--- config.mk ---
export PLATFORM = sky130hd
export DESIGN_NAME = cpfsm_top
export DESIGN_NICKNAME = d
export VERILOG_FILES = /design/src/hdl/cpfsm_pkg.sv /design/src/hdl/cpfsm_top.sv
export SDC_FILE = /design/constraint.sdc
export NUM_CORES = 1
export LEC_CHECK = 0
export BUFFER_PORTS_ARGS = -buffer_cell sky130_fd_sc_hd__buf_2
export CELL_PAD_IN_SITES_DETAIL_PLACEMENT = 0
export CELL_PAD_IN_SITES_GLOBAL_PLACEMENT = 1
export CORE_MARGIN = 2
export CORE_UTILIZATION = 41
export DETAILED_ROUTE_END_ITERATION = 10
export GPL_ROUTABILITY_DRIVEN = 0
export PLACE_DENSITY = 0.88
export SLEW_MARGIN = 5
export SYNTH_ARGS = -nofsm -noshare
export SYNTH_HDL_FRONTEND = slang
export SYNTH_SLANG_ARGS = --single-unit
--- constraint.sdc ---
create_clock -name aclk -period 3.3 [get_ports aclk]
set_input_delay 0.33 -clock aclk [delete_from_list [all_inputs] [get_ports aclk]]
set_output_delay 0.33 -clock aclk [all_outputs]
set_load 0.02 [all_outputs]
--- src/hdl/cpfsm_pkg.sv ---
// Package for the cell protection state machine: register map, field positions,
// reset values, timing constants and the protection mode enumeration.
// Assumes a 20 MHz system clock and a 32-bit AXI4-Lite register bus.
package cpfsm_pkg;

  // Clock rate in Hz.
  localparam int unsigned CLK_HZ            = 20_000_000;

  // Delay times in their own units, as typical figures.
  localparam int unsigned OV_DETECT_MS      = 1000;
  localparam int unsigned UV_DETECT_MS      = 1000;
  localparam int unsigned UV_RELEASE_MS     = 7;
  localparam int unsigned SAMPLE_ON_MS      = 2;
  localparam int unsigned SAMPLE_PERIOD_MS  = 125;

  // Shared timing source: one tick per millisecond.
  localparam int unsigned TICK_CYCLES       = CLK_HZ / 1000;

  // Register byte offsets.
  localparam logic [7:0] CONTROL_OFS        = 8'h00;
  localparam logic [7:0] CONFIG_OFS         = 8'h04;
  localparam logic [7:0] STATUS_OFS         = 8'h08;
  localparam logic [7:0] CELLS_OFS          = 8'h0c;

  // Control register fields.
  localparam int unsigned CHG_CTL_BIT       = 0;
  localparam int unsigned DSG_CTL_BIT       = 1;
  localparam int unsigned MONITOR_BIT       = 2;
  localparam logic [2:0]  CONTROL_RESET     = 3'h3;

  // Configuration register fields.
  localparam int unsigned UV_LSB_BIT        = 0;
  localparam int unsigned UV_MSB_BIT        = 1;
  localparam logic [1:0]  CONFIG_RESET      = 2'h0;

  // Status register fields.
  localparam int unsigned STAT_OV_BIT       = 0;
  localparam int unsigned STAT_UV_BIT       = 1;
  localparam int unsigned STAT_CHG_BIT      = 2;
  localparam int unsigned STAT_DSG_BIT      = 3;

  // AXI responses.
  localparam logic [1:0]  RESP_OKAY         = 2'h0;
  localparam logic [1:0]  RESP_SLVERR       = 2'h2;

  // Protection modes.
  typedef enum logic [1:0] {
    CPFSM_NORMAL,
    CPFSM_OV_PROTECT,
    CPFSM_UV_SLEEP,
    CPFSM_UV_RECOVER
  } cpfsm_mode_t;

endpackage : cpfsm_pkg

--- src/hdl/cpfsm_top.sv ---
// Cell protection state machine with an AXI4-Lite register slave.
// Assumes comparator outputs arrive asynchronously from the analog front end,
// one bit per cell, and that the host follows the over-discharge recovery steps.
// Contract
// - Cell above over-charge level starts detect timer; stay normal meanwhile.
// - Over-charge detect timer runs the full configured delay; here it stops early once no cell is above during a sample window.
// - At expiry, enter over-charge protection only if a cell still high.
// - Entering over-charge protection turns charge gate off, discharge untouched.
// - In over-charge protection keep checking all cells against release level.
// - Over-charge protection never forces the discharge gate off.
// - Host control writes are accepted during over-charge protection.
// - All cells below release level: return normal, charge gate on automatically.
// - Leaving over-charge protection leaves discharge gate unchanged.
// - Cell low past detect delay turns discharge gate off, then sleep.
// - Over-discharge level chosen by two-bit config field via config write.
// - After sleep, no discharge until wake and all recovery steps in order.
// - All cells above release level for the release delay in total before recovery; count restarts only when no cell is above.
// - Both over-discharge delays derive from one shared millisecond tick.
// - Charge bit written during protection is stored, but release sets it to one.
// - In low-power operation comparisons enabled only in short sample window.
// - Status bit one reads one only in over-discharge protection.
//
// Design decisions made here: the AXI4-Lite interface to the registers and the register offsets.
module cpfsm_top
  import cpfsm_pkg::*;
#(
  parameter int unsigned NUM_CELLS   = 4,
  parameter int unsigned TICK_CYC    = TICK_CYCLES,
  parameter int unsigned OV_DLY_MS   = OV_DETECT_MS,
  parameter int unsigned UV_DLY_MS   = UV_DETECT_MS,
  parameter int unsigned UVR_DLY_MS  = UV_RELEASE_MS
) (
  // Clock and reset.
  input  wire logic                 aclk,
  input  wire logic                 aresetn,
  // AXI4-Lite write address and data.
  input  wire logic [7:0]           s_axi_awaddr,
  input  wire logic                 s_axi_awvalid,
  output logic                      s_axi_awready,
  input  wire logic [31:0]          s_axi_wdata,
  input  wire logic [3:0]           s_axi_wstrb,
  input  wire logic                 s_axi_wvalid,
  output logic                      s_axi_wready,
  output logic [1:0]                s_axi_bresp,
  output logic                      s_axi_bvalid,
  input  wire logic                 s_axi_bready,
  // AXI4-Lite read.
  input  wire logic [7:0]           s_axi_araddr,
  input  wire logic                 s_axi_arvalid,
  output logic                      s_axi_arready,
  output logic [31:0]               s_axi_rdata,
  output logic [1:0]                s_axi_rresp,
  output logic                      s_axi_rvalid,
  input  wire logic                 s_axi_rready,
  // Comparator results, one bit per cell.
  input  wire logic [NUM_CELLS-1:0] cell_above_ov,
  input  wire logic [NUM_CELLS-1:0] cell_below_ovr,
  input  wire logic [NUM_CELLS-1:0] cell_below_uv,
  input  wire logic [NUM_CELLS-1:0] cell_above_uvr,
  // Wake from sleep, asynchronous level.
  input  wire logic                 wake_in,
  // Gate drives, high turns the FET off.
  output logic                      charge_gate_out,
  output logic                      discharge_gate_out,
  // Threshold selection and comparator enable toward the analog side.
  output logic                      undervolt_level_msb,
  output logic                      undervolt_level_lsb,
  output logic                      compare_enable
);

  localparam int unsigned NSYNC = 4 * NUM_CELLS + 1;

  // Two-flop synchroniser for every asynchronous input.
  logic [NSYNC-1:0] sync1_reg, sync1_next, sync2_reg, sync2_next;
  always_comb begin
    sync1_next = {wake_in, cell_above_uvr, cell_below_uv, cell_below_ovr, cell_above_ov};
    sync2_next = sync1_reg;
  end
  always_ff @(posedge aclk) begin
    if (!aresetn) begin
      sync1_reg <= '0;
      sync2_reg <= '0;
    end else begin
      sync1_reg <= sync1_next;
      sync2_reg <= sync2_next;
    end
  end

  logic [NUM_CELLS-1:0] above_ov, below_ovr, below_uv, above_uvr;
  logic                 wake_s;
  assign above_ov  = sync2_reg[NUM_CELLS-1:0];
  assign below_ovr = sync2_reg[2*NUM_CELLS-1:NUM_CELLS];
  assign below_uv  = sync2_reg[3*NUM_CELLS-1:2*NUM_CELLS];
  assign above_uvr = sync2_reg[4*NUM_CELLS-1:3*NUM_CELLS];
  assign wake_s    = sync2_reg[NSYNC-1];

  // Shared millisecond tick and sample window counters.
  logic [31:0] tick_cnt_reg, tick_cnt_next;
  logic [7:0]  win_cnt_reg, win_cnt_next;
  logic        tick;
  logic [2:0]  ctl_reg, ctl_next;
  logic        window_on;
  assign tick      = (tick_cnt_reg == 32'(TICK_CYC - 1));
  assign window_on = (win_cnt_reg < 8'(SAMPLE_ON_MS)) | ctl_reg[MONITOR_BIT];
  always_comb begin
    tick_cnt_next = tick ? 32'h0 : tick_cnt_reg + 32'h1;
    win_cnt_next  = win_cnt_reg;
    if (tick) begin
      win_cnt_next = (win_cnt_reg == 8'(SAMPLE_PERIOD_MS - 1)) ? 8'h0 : win_cnt_reg + 8'h1;
    end
  end
  always_ff @(posedge aclk) begin
    if (!aresetn) begin
      tick_cnt_reg <= '0;
      win_cnt_reg  <= '0;
    end else begin
      tick_cnt_reg <= tick_cnt_next;
      win_cnt_reg  <= win_cnt_next;
    end
  end

  // Comparator views gated by the sample window.
  logic any_ov, all_ovr, any_uv, all_uvr;
  assign any_ov  = window_on & (|above_ov);
  assign all_ovr = window_on & (&below_ovr);
  assign any_uv  = window_on & (|below_uv);
  assign all_uvr = window_on & (&above_uvr);

  // Write channel capture and register write decode.
  logic       aw_held_reg, aw_held_next, w_held_reg, w_held_next, bvalid_reg, bvalid_next;
  logic [7:0] awaddr_reg, awaddr_next;
  logic [31:0] wdata_reg, wdata_next;
  logic       wstrb0_reg, wstrb0_next;
  logic [1:0] bresp_reg, bresp_next;
  logic [1:0] cfg_reg, cfg_next;
  logic       do_write, wr_ctl;
  assign do_write = aw_held_reg & w_held_reg & ~bvalid_reg;
  assign wr_ctl   = do_write & wstrb0_reg & (awaddr_reg == CONTROL_OFS);
  always_comb begin
    aw_held_next = aw_held_reg;
    w_held_next  = w_held_reg;
    awaddr_next  = awaddr_reg;
    wdata_next   = wdata_reg;
    wstrb0_next  = wstrb0_reg;
    bvalid_next  = bvalid_reg;
    bresp_next   = bresp_reg;
    cfg_next     = cfg_reg;
    if (s_axi_awvalid & s_axi_awready) begin
      aw_held_next = 1'b1;
      awaddr_next  = s_axi_awaddr;
    end
    if (s_axi_wvalid & s_axi_wready) begin
      w_held_next = 1'b1;
      wdata_next  = s_axi_wdata;
      wstrb0_next = s_axi_wstrb[0];
    end
    if (do_write) begin
      aw_held_next = 1'b0;
      w_held_next  = 1'b0;
      bvalid_next  = 1'b1;
      bresp_next   = RESP_OKAY;
      case (awaddr_reg)
        CONTROL_OFS: ;
        CONFIG_OFS: begin
          if (wstrb0_reg) cfg_next = wdata_reg[UV_MSB_BIT:UV_LSB_BIT];
        end
        STATUS_OFS, CELLS_OFS: ;
        default: bresp_next = RESP_SLVERR;
      endcase
    end else if (bvalid_reg & s_axi_bready) begin
      bvalid_next = 1'b0;
    end
  end
  always_ff @(posedge aclk) begin
    if (!aresetn) begin
      aw_held_reg <= 1'b0;
      w_held_reg  <= 1'b0;
      awaddr_reg  <= '0;
      wdata_reg   <= '0;
      wstrb0_reg  <= 1'b0;
      bvalid_reg  <= 1'b0;
      bresp_reg   <= RESP_OKAY;
      cfg_reg     <= CONFIG_RESET;
    end else begin
      aw_held_reg <= aw_held_next;
      w_held_reg  <= w_held_next;
      awaddr_reg  <= awaddr_next;
      wdata_reg   <= wdata_next;
      wstrb0_reg  <= wstrb0_next;
      bvalid_reg  <= bvalid_next;
      bresp_reg   <= bresp_next;
      cfg_reg     <= cfg_next;
    end
  end

  // Protection state machine, delay timer and gate drives.
  cpfsm_mode_t mode_reg, mode_next;
  logic [15:0] dly_reg, dly_next;
  logic        ov_run_reg, ov_run_next, uv_run_reg, uv_run_next;
  logic        chg_off_reg, chg_off_next, dsg_off_reg, dsg_off_next;
  logic        chg_ok_reg, chg_ok_next;
  always_comb begin
    mode_next    = mode_reg;
    dly_next     = dly_reg;
    ov_run_next  = ov_run_reg;
    uv_run_next  = uv_run_reg;
    ctl_next     = ctl_reg;
    chg_off_next = chg_off_reg;
    dsg_off_next = dsg_off_reg;
    chg_ok_next  = chg_ok_reg;
    // Host control writes are stored here; sleep clears them and recovery may clear the discharge bit.
    if (wr_ctl) ctl_next = wdata_reg[2:0];
    case (mode_reg)
      CPFSM_NORMAL: begin
        // Host bits drive the gates directly in normal mode.
        chg_off_next = ~ctl_next[CHG_CTL_BIT];
        dsg_off_next = ~ctl_next[DSG_CTL_BIT];
        if (uv_run_reg) begin
          if (!(|below_uv) && window_on) begin
            uv_run_next = 1'b0;
          end else if (tick) begin
            if (dly_reg == 16'(UV_DLY_MS - 1)) begin
              uv_run_next  = 1'b0;
              if (any_uv) begin
                dsg_off_next = 1'b1;
                chg_off_next = 1'b1;
                ctl_next     = '0;
                chg_ok_next  = 1'b0;
                mode_next    = CPFSM_UV_SLEEP;
              end
            end else dly_next = dly_reg + 16'h1;
          end
        end else if (ov_run_reg) begin
          if (!(|above_ov) && window_on) begin
            ov_run_next = 1'b0;
          end else if (tick) begin
            if (dly_reg == 16'(OV_DLY_MS - 1)) begin
              ov_run_next = 1'b0;
              if (any_ov) begin
                chg_off_next = 1'b1;
                mode_next    = CPFSM_OV_PROTECT;
              end
            end else dly_next = dly_reg + 16'h1;
          end
        end else if (any_uv) begin
          uv_run_next = 1'b1;
          dly_next    = '0;
        end else if (any_ov) begin
          ov_run_next = 1'b1;
          dly_next    = '0;
        end
      end
      CPFSM_OV_PROTECT: begin
        // Charge stays off; the discharge gate follows the host only.
        chg_off_next = 1'b1;
        dsg_off_next = ~ctl_next[DSG_CTL_BIT];
        if (all_ovr) begin
          mode_next    = CPFSM_NORMAL;
          chg_off_next = 1'b0;
          ctl_next[CHG_CTL_BIT] = 1'b1;
        end
      end
      CPFSM_UV_SLEEP: begin
        chg_off_next = 1'b1;
        dsg_off_next = 1'b1;
        ctl_next     = '0;
        if (wake_s) begin
          mode_next = CPFSM_UV_RECOVER;
          dly_next  = '0;
        end
      end
      CPFSM_UV_RECOVER: begin
        chg_off_next = ~ctl_next[CHG_CTL_BIT];
        dsg_off_next = 1'b1;
        if (!(|above_uvr) && window_on) begin
          dly_next = '0;
        end else if (tick && all_uvr && dly_reg != 16'(UVR_DLY_MS)) begin
          dly_next = dly_reg + 16'h1;
        end
        if (ctl_next[CHG_CTL_BIT]) chg_ok_next = 1'b1;
        if (chg_ok_reg && dly_reg == 16'(UVR_DLY_MS) && wr_ctl && ctl_next[DSG_CTL_BIT]) begin
          dsg_off_next = 1'b0;
          mode_next    = CPFSM_NORMAL;
        end else if (!(chg_ok_reg && dly_reg == 16'(UVR_DLY_MS))) begin
          ctl_next[DSG_CTL_BIT] = 1'b0;
        end
      end
      default: mode_next = CPFSM_NORMAL;
    endcase
  end
  always_ff @(posedge aclk) begin
    if (!aresetn) begin
      mode_reg    <= CPFSM_NORMAL;
      dly_reg     <= '0;
      ov_run_reg  <= 1'b0;
      uv_run_reg  <= 1'b0;
      ctl_reg     <= CONTROL_RESET;
      chg_off_reg <= 1'b0;
      dsg_off_reg <= 1'b0;
      chg_ok_reg  <= 1'b0;
    end else begin
      mode_reg    <= mode_next;
      dly_reg     <= dly_next;
      ov_run_reg  <= ov_run_next;
      uv_run_reg  <= uv_run_next;
      ctl_reg     <= ctl_next;
      chg_off_reg <= chg_off_next;
      dsg_off_reg <= dsg_off_next;
      chg_ok_reg  <= chg_ok_next;
    end
  end

  // Read channel: one-cycle answer from registered data.
  logic        rvalid_reg, rvalid_next;
  logic [31:0] rdata_reg, rdata_next;
  logic [1:0]  rresp_reg, rresp_next;
  logic        win_reg, win_next;
  always_comb begin
    rvalid_next = rvalid_reg;
    rdata_next  = rdata_reg;
    rresp_next  = rresp_reg;
    win_next    = window_on;
    if (s_axi_arvalid & ~rvalid_reg) begin
      rvalid_next = 1'b1;
      rdata_next  = '0;
      rresp_next  = RESP_OKAY;
      case (s_axi_araddr)
        CONTROL_OFS: rdata_next[2:0] = ctl_reg;
        CONFIG_OFS:  rdata_next[UV_MSB_BIT:UV_LSB_BIT] = cfg_reg;
        STATUS_OFS: begin
          rdata_next[STAT_OV_BIT]  = (mode_reg == CPFSM_OV_PROTECT);
          rdata_next[STAT_UV_BIT]  = (mode_reg == CPFSM_UV_SLEEP) |
                                     (mode_reg == CPFSM_UV_RECOVER);
          rdata_next[STAT_CHG_BIT] = chg_off_reg;
          rdata_next[STAT_DSG_BIT] = dsg_off_reg;
        end
        CELLS_OFS: rdata_next[NUM_CELLS-1:0] = above_ov;
        default: rresp_next = RESP_SLVERR;
      endcase
    end else if (rvalid_reg & s_axi_rready) begin
      rvalid_next = 1'b0;
    end
  end
  always_ff @(posedge aclk) begin
    if (!aresetn) begin
      rvalid_reg <= 1'b0;
      rdata_reg  <= '0;
      rresp_reg  <= RESP_OKAY;
      win_reg    <= 1'b0;
    end else begin
      rvalid_reg <= rvalid_next;
      rdata_reg  <= rdata_next;
      rresp_reg  <= rresp_next;
      win_reg    <= win_next;
    end
  end

  // Output drives, all from flip-flops.
  assign s_axi_awready       = ~aw_held_reg & ~bvalid_reg;
  assign s_axi_wready        = ~w_held_reg & ~bvalid_reg;
  assign s_axi_bvalid        = bvalid_reg;
  assign s_axi_bresp         = bresp_reg;
  assign s_axi_arready       = ~rvalid_reg;
  assign s_axi_rvalid        = rvalid_reg;
  assign s_axi_rdata         = rdata_reg;
  assign s_axi_rresp         = rresp_reg;
  assign charge_gate_out     = chg_off_reg;
  assign discharge_gate_out  = dsg_off_reg;
  assign undervolt_level_msb = cfg_reg[1];
  assign undervolt_level_lsb = cfg_reg[0];
  assign compare_enable      = win_reg;

endmodule // cpfsm_top

Word level (Yosys, flattened, before mapping)

Index checks and enable logic that the tools add are counted.

Add/subtract/negate cells: 3
Order comparisons: 1
Equal/unequal tests: 33
Multiplexer cells: 84
Bitwise operators: 25
Reductions and logical operators: 32

Operators by type and width:

| operator                                                                | count |
|---|---|
| 16-bit 2-to-1 mux                                                       | 11 |
| 16-bit one-hot mux with 3 select lines                                  | 1 |
| 1-bit 2-to-1 mux                                                        | 40 |
| 32-bit by 1-bit adder with 32-bit output, second input constant         | 1 |
| 32-bit by 15-bit equality test with 1-bit output, second input constant | 1 |
| 8-bit by 4-bit equality test with 1-bit output, second input constant   | 4 |
| 2-bit 2-to-1 mux                                                        | 15 |
| 3-bit != test, second input constant                                    | 8 |
| 4-bit OR reduction                                                      | 5 |
| 3-bit 2-to-1 mux                                                        | 6 |
| 2-bit != test, second input constant                                    | 9 |
| 16-bit by 1-bit adder with 16-bit output, second input constant         | 1 |
| 16-bit by 10-bit equality test with 1-bit output, second input constant | 1 |
| 16-bit by 3-bit equality test with 1-bit output, second input constant  | 1 |
| 8-bit by 3-bit equality test with 1-bit output, second input constant   | 2 |
| 8-bit logical NOT                                                       | 2 |
| 16-bit by 3-bit != test with 1-bit output, second input constant        | 1 |
| 2-bit one-hot mux with 4 select lines                                   | 2 |
| 1-bit bitwise AND                                                       | 15 |
| 11-bit AND reduction                                                    | 1 |
| 1-bit one-hot mux with 3 select lines                                   | 3 |
| 8-bit by 1-bit adder with 8-bit output, second input constant           | 1 |
| 8-bit by 7-bit equality test with 1-bit output, second input constant   | 1 |
| 1-bit logical AND                                                       | 8 |
| other kinds (20)                                                        | 38 |

Flip-flop bits (word level): 127
Logic and storage cells: 202

Logic depth before layout (Yosys ltp)

Word-level depth: 13
Depth in mapped cells: 8
Mapped depth without buffers: 7

Least setup slack after synthesis

Ideal clock, no wire load.

Path type: reg2reg
Start point: register tick_cnt_reg[16]
End point: register dly_reg[12]
Setup time: 0.131 ns
Arrival: 2.143 ns
Required time: 3.169 ns
Path slack: 1.026 ns
Cell stages (with the launch flop): 7
Cell sequence: dfxtp_1 > or4_1 > and4bb_2 > nand2_4 > o41a_4 > o311ai_1 > o31ai_1

Longest elaborated chain between the ends: 6

RTL lines:

| what                                               | RTL line         | text |
|---|---|---|
| start: declaration                                 | cpfsm_top.sv:98  | `logic [31:0] tick_cnt_reg, tick_cnt_next;` |
| start signal: assignment                           | cpfsm_top.sv:117 | `tick_cnt_reg <= tick_cnt_next;` |
| 32-bit by 15-bit equality test with 1-bit output * | cpfsm_top.sv:103 | `assign tick = (tick_cnt_reg == 32'(TICK_CYC - 1));` |
| 16-bit 2-to-1 mux (4 in a row)                     | n/a              |  |
| 16-bit one-hot mux with 3 select lines             | n/a              |  |
| end signal: assignment                             | cpfsm_top.sv:303 | `dly_reg <= dly_next;` |
| end: declaration                                   | cpfsm_top.sv:198 | `logic [15:0] dly_reg, dly_next;` |

Every way passes the cells marked *; elsewhere a longest branch is shown, timed or not. The select of a mux whose other input is x is not followed.
A chain may end at the register's enable or synchronous reset.

Final worst setup path

Start point: register win_cnt_reg[2]
End point: register dly_reg[14]

Longest elaborated chain between the ends: 7

RTL lines:

| what                                                                                 | RTL line                           | text |
|---|---|---|
| start: declaration                                                                   | cpfsm_top.sv:99                    | `logic [7:0] win_cnt_reg, win_cnt_next;` |
| start signal: assignment                                                             | cpfsm_top.sv:118                   | `win_cnt_reg <= win_cnt_next;` |
| 8-bit by 2-bit < comparator with 1-bit output *                                      | cpfsm_top.sv:104                   | `assign window_on = (win_cnt_reg < 8'(SAMPLE_ON_MS)) \| ctl_reg[MONITOR_BIT];` |
| 1-bit bitwise OR *                                                                   | cpfsm_top.sv:104                   |  |
| 1-bit bitwise AND, on equally long branches                                          | cpfsm_top.sv:126, cpfsm_top.sv:127 |  |
| 16-bit 2-to-1 mux / 1-bit logical AND (equally long branches)                        | cpfsm_top.sv:245, cpfsm_top.sv:277 |  |
| 16-bit 2-to-1 mux / 1-bit logical AND (equally long branches)                        | cpfsm_top.sv:233, cpfsm_top.sv:277 |  |
| 16-bit 2-to-1 mux / 3-bit != test (equally long branches)                            | n/a                                |  |
| 16-bit one-hot mux with 3 select lines / 6-bit AND reduction (equally long branches) | n/a                                |  |

Every way passes the cells marked *; elsewhere a longest branch is shown, timed or not.

==> impl_metrics.yaml <==
status:
  outcome: "finished, final reports clean"
drt:
  dr.pass1.iters: 6
  drt-total-wl_um: 12700
  ant_nets: 0
  post_drt_wl_per_cell_um: 13.9
  first_iter_violations: 361
  via_per_inst: 5.34
  post-route-drc-count: 0
  vias: 4861
cts:
  clockBufferDepth: 2
  cts_setup_buffers: 0
  cts.root.buffer_cell: "clkbuf_16"
  cts_made_buffers: 17
  cts_tree: "built"
  cts_resized: 0
  clk_pin_slew_ns: 0.06
  hold_buffers: 0
  insertion_delay_ns: 0.42
  cts.sinks: 125
  h-tree-depth: 4
flow_run:
  max_cap_violations: 0
timing:
  slew_viol_final: 0
  final.setup.tns_ns: 0
  relSlewSlack_pct: 24.6
  clock.fmax_mhz: 342
  period_share_pct: 88.5
  period_needed_ns: 2.92
  rsz0062_at_grt: "no"
  setup_viol: 0
  worst_pin_slew_ns: 1.13
  fin_worst_skew_ns: 0.00572
  finalHoldViolCount: 0
global_route:
  first_global_vias: 4483
  track_usage_pct: 17.9
  gr-total-overflow: 0
  grt_pass1_wl_um: 21300
  grt_max_degree: 48
  antenna_found_initial: 0
layout:
  layout_commonest_cell: "dfxtp_1"
  multi_input_area_um2: 2990
  area_growth_pct: 15.9
  fillCellCount: 1298
  nNetsFinal: 798
  final_cell_mix: "dfxtp_1, nor2_1, nand2_1"
  diodes: 0
  register_area_um2: 2500
  final_area_um2: 6670
  largest_reg_flops: 32
  drive_above_1_share_pct: 16.6
yosys:
  syn_area_um2: 5750
  ys_ff_latch: 125
  synth_edf_count: 0
  ys_seq_area_share_pct: 43.5
  synth_top_area_share_pct: 43.5
  synth_top_area_cell: "dfxtp_1"
  synthTopCellsByArea: "dfxtp_1, nor2_1, and2_1"
  yosysWarnings: 0
  ys.flop_type: "dfxtp_1"
  postSynthAreaPerCell_um2: 8.76
  synthCells: 657
  async_flop_share_pct: 0
  ys_types: 63
worst_setup_path:
  r2r_cells: 6
  worst_ep_required_time_ns: 3.63
  worstPathArrival_ns: 3.25
  worstSetupPathType: "register to register"
  critical_path.endpoint_type: "register"
  r2r_setup_slack_ns: 0.38
  crit_fanout: 13
  start_kind: "register"
floorplanning:
  initial_core_util_pct: 41.8
  dieHeight_um: 122
  dieWidth_um: 122
  fp-row-count: 43
  die-area_um2: 15000
  core_area_um2: 13800
  ios: 122
power_and_ir_drop:
  p_int_mw: 2.63
  switching_share_pct: 26.0
  power.leakage_nw: 2.61
  p_sw_uw: 925
  pwr-share-comb_pct: 8.5
  p_clk_share_pct: 47.1
  ir_drop_v: 0.000407
  powerDensity_nw_per_um2: 534
  power_frac_seq_pct: 44.4
min_path:
  hold_path.class: "input port to register"
  worstHoldPathCells: 2
placement:
  dp_hpwl_um: 8870
  port_buffers: 59
  placed_area_um2: 6120
## kinds of logic after synthesis
kind of cell / count (synthesis) / share of synthesized area, %
multiplexers: 14 / 2.74
XOR/XNOR: 33 / 5.02
buffers and inverters: 67 / 6.50
other: 1 / 0.0652
AND/OR/NAND/NOR: 298 / 26.8
flip-flops: 125 / 43.5
AO/OA/AOI/OAI: 115 / 14.5
adder cells (fa/ha/maj): 4 / 0.870
## power groups by stage
stage | Combinational [mW] | Clock [mW] | Sequential (mW)
global placement | 0.292 | 0 | 1.61
finish | 0.301 | 1.68 | 1.58
detailed placement | 0.299 | 0 | 1.61
floorplan | 0.239 | 0 | 1.61
global route | 0.333 | 1.79 | 1.58
CTS | 0.299 | 1.71 | 1.58
## critical path, stage by stage (launching register included)
cell      delay [ns]
dfxtp_1         0.44
nor3_1          0.09
a21oi_1         0.89
o21bai_1        0.34
o21ai_0         0.42
nand4_1         0.32
o31ai_1         0.31
## synth_stat cells (all sizes together), types with 3 or more instances
cell,count
a211oi,5
xnor2,12
and2,41
a21oi,29
a21o,4
a2bb2oi,3
a41oi,10
nand4,22
o21ai,19
mux2,4
o31ai,3
nand2,62
nor4,16
o41ai,3
or4,5
or3,8
mux2i,9
nor4b,3
ha,4
xor2,21
a31oi,10
nor2,72
inv,12
clkbuf,20
nand3,18
nor3,20
nand2b,4
o22ai,3
buf,35
o311ai,3
and3,12
o21a,6
and4,4
nor2b,5
dfxtp,125
## through the flow
stage	worst slack, ns	hold slack, ns	std cells	power [mW]	utilization (%)
floorplan	1.03	0.412	686	1.85	-
global placement	0.547	0.416	879	1.90	44.4
detailed placement	0.423	0.417	879	1.91	44.4
CTS	0.370	0.0937	911	3.58	48.4
global route	0.0601	0.0956	911	3.70	48.4
finish	0.380	0.0999	911	3.56	48.4
## metal layers
| metal | vias to the layer above | GRT usage (%) | part of all wire, % |
|---|---|---|---|
| li1 | 2411 | - | - |
| met1 | 2216 | 23.9 | 47 |
| met2 | 207 | 27.3 | 43 |
| met3 | 27 | 4.97 | 7.7 |
| met4 | 0 | 7.18 | 2.1 |
| met5 | - | 0 | 0 |
## cell type report
class / count / share of cell area, %
Clock buffer: 18 / 6.44
Multi-Input combinational cell: 494 / 44.8
Sequential cell: 125 / 37.5
Inverter: 12 / 0.676
Tap cell: 180 / 3.38
Clock inverter: 14 / 1.73
Timing Repair Buffer: 68 / 5.44
## final timing paths
check	from	to
worst max-delay path	win_cnt_reg[2]	dly_reg[14]
worst min-delay path	s_axi_rready	s_axi_rvalid
worst max register to register	win_cnt_reg[2]	dly_reg[14]
worst min register to register	sync1_reg[4]	sync2_reg[4]
Power figures use the tool's default switching activity.
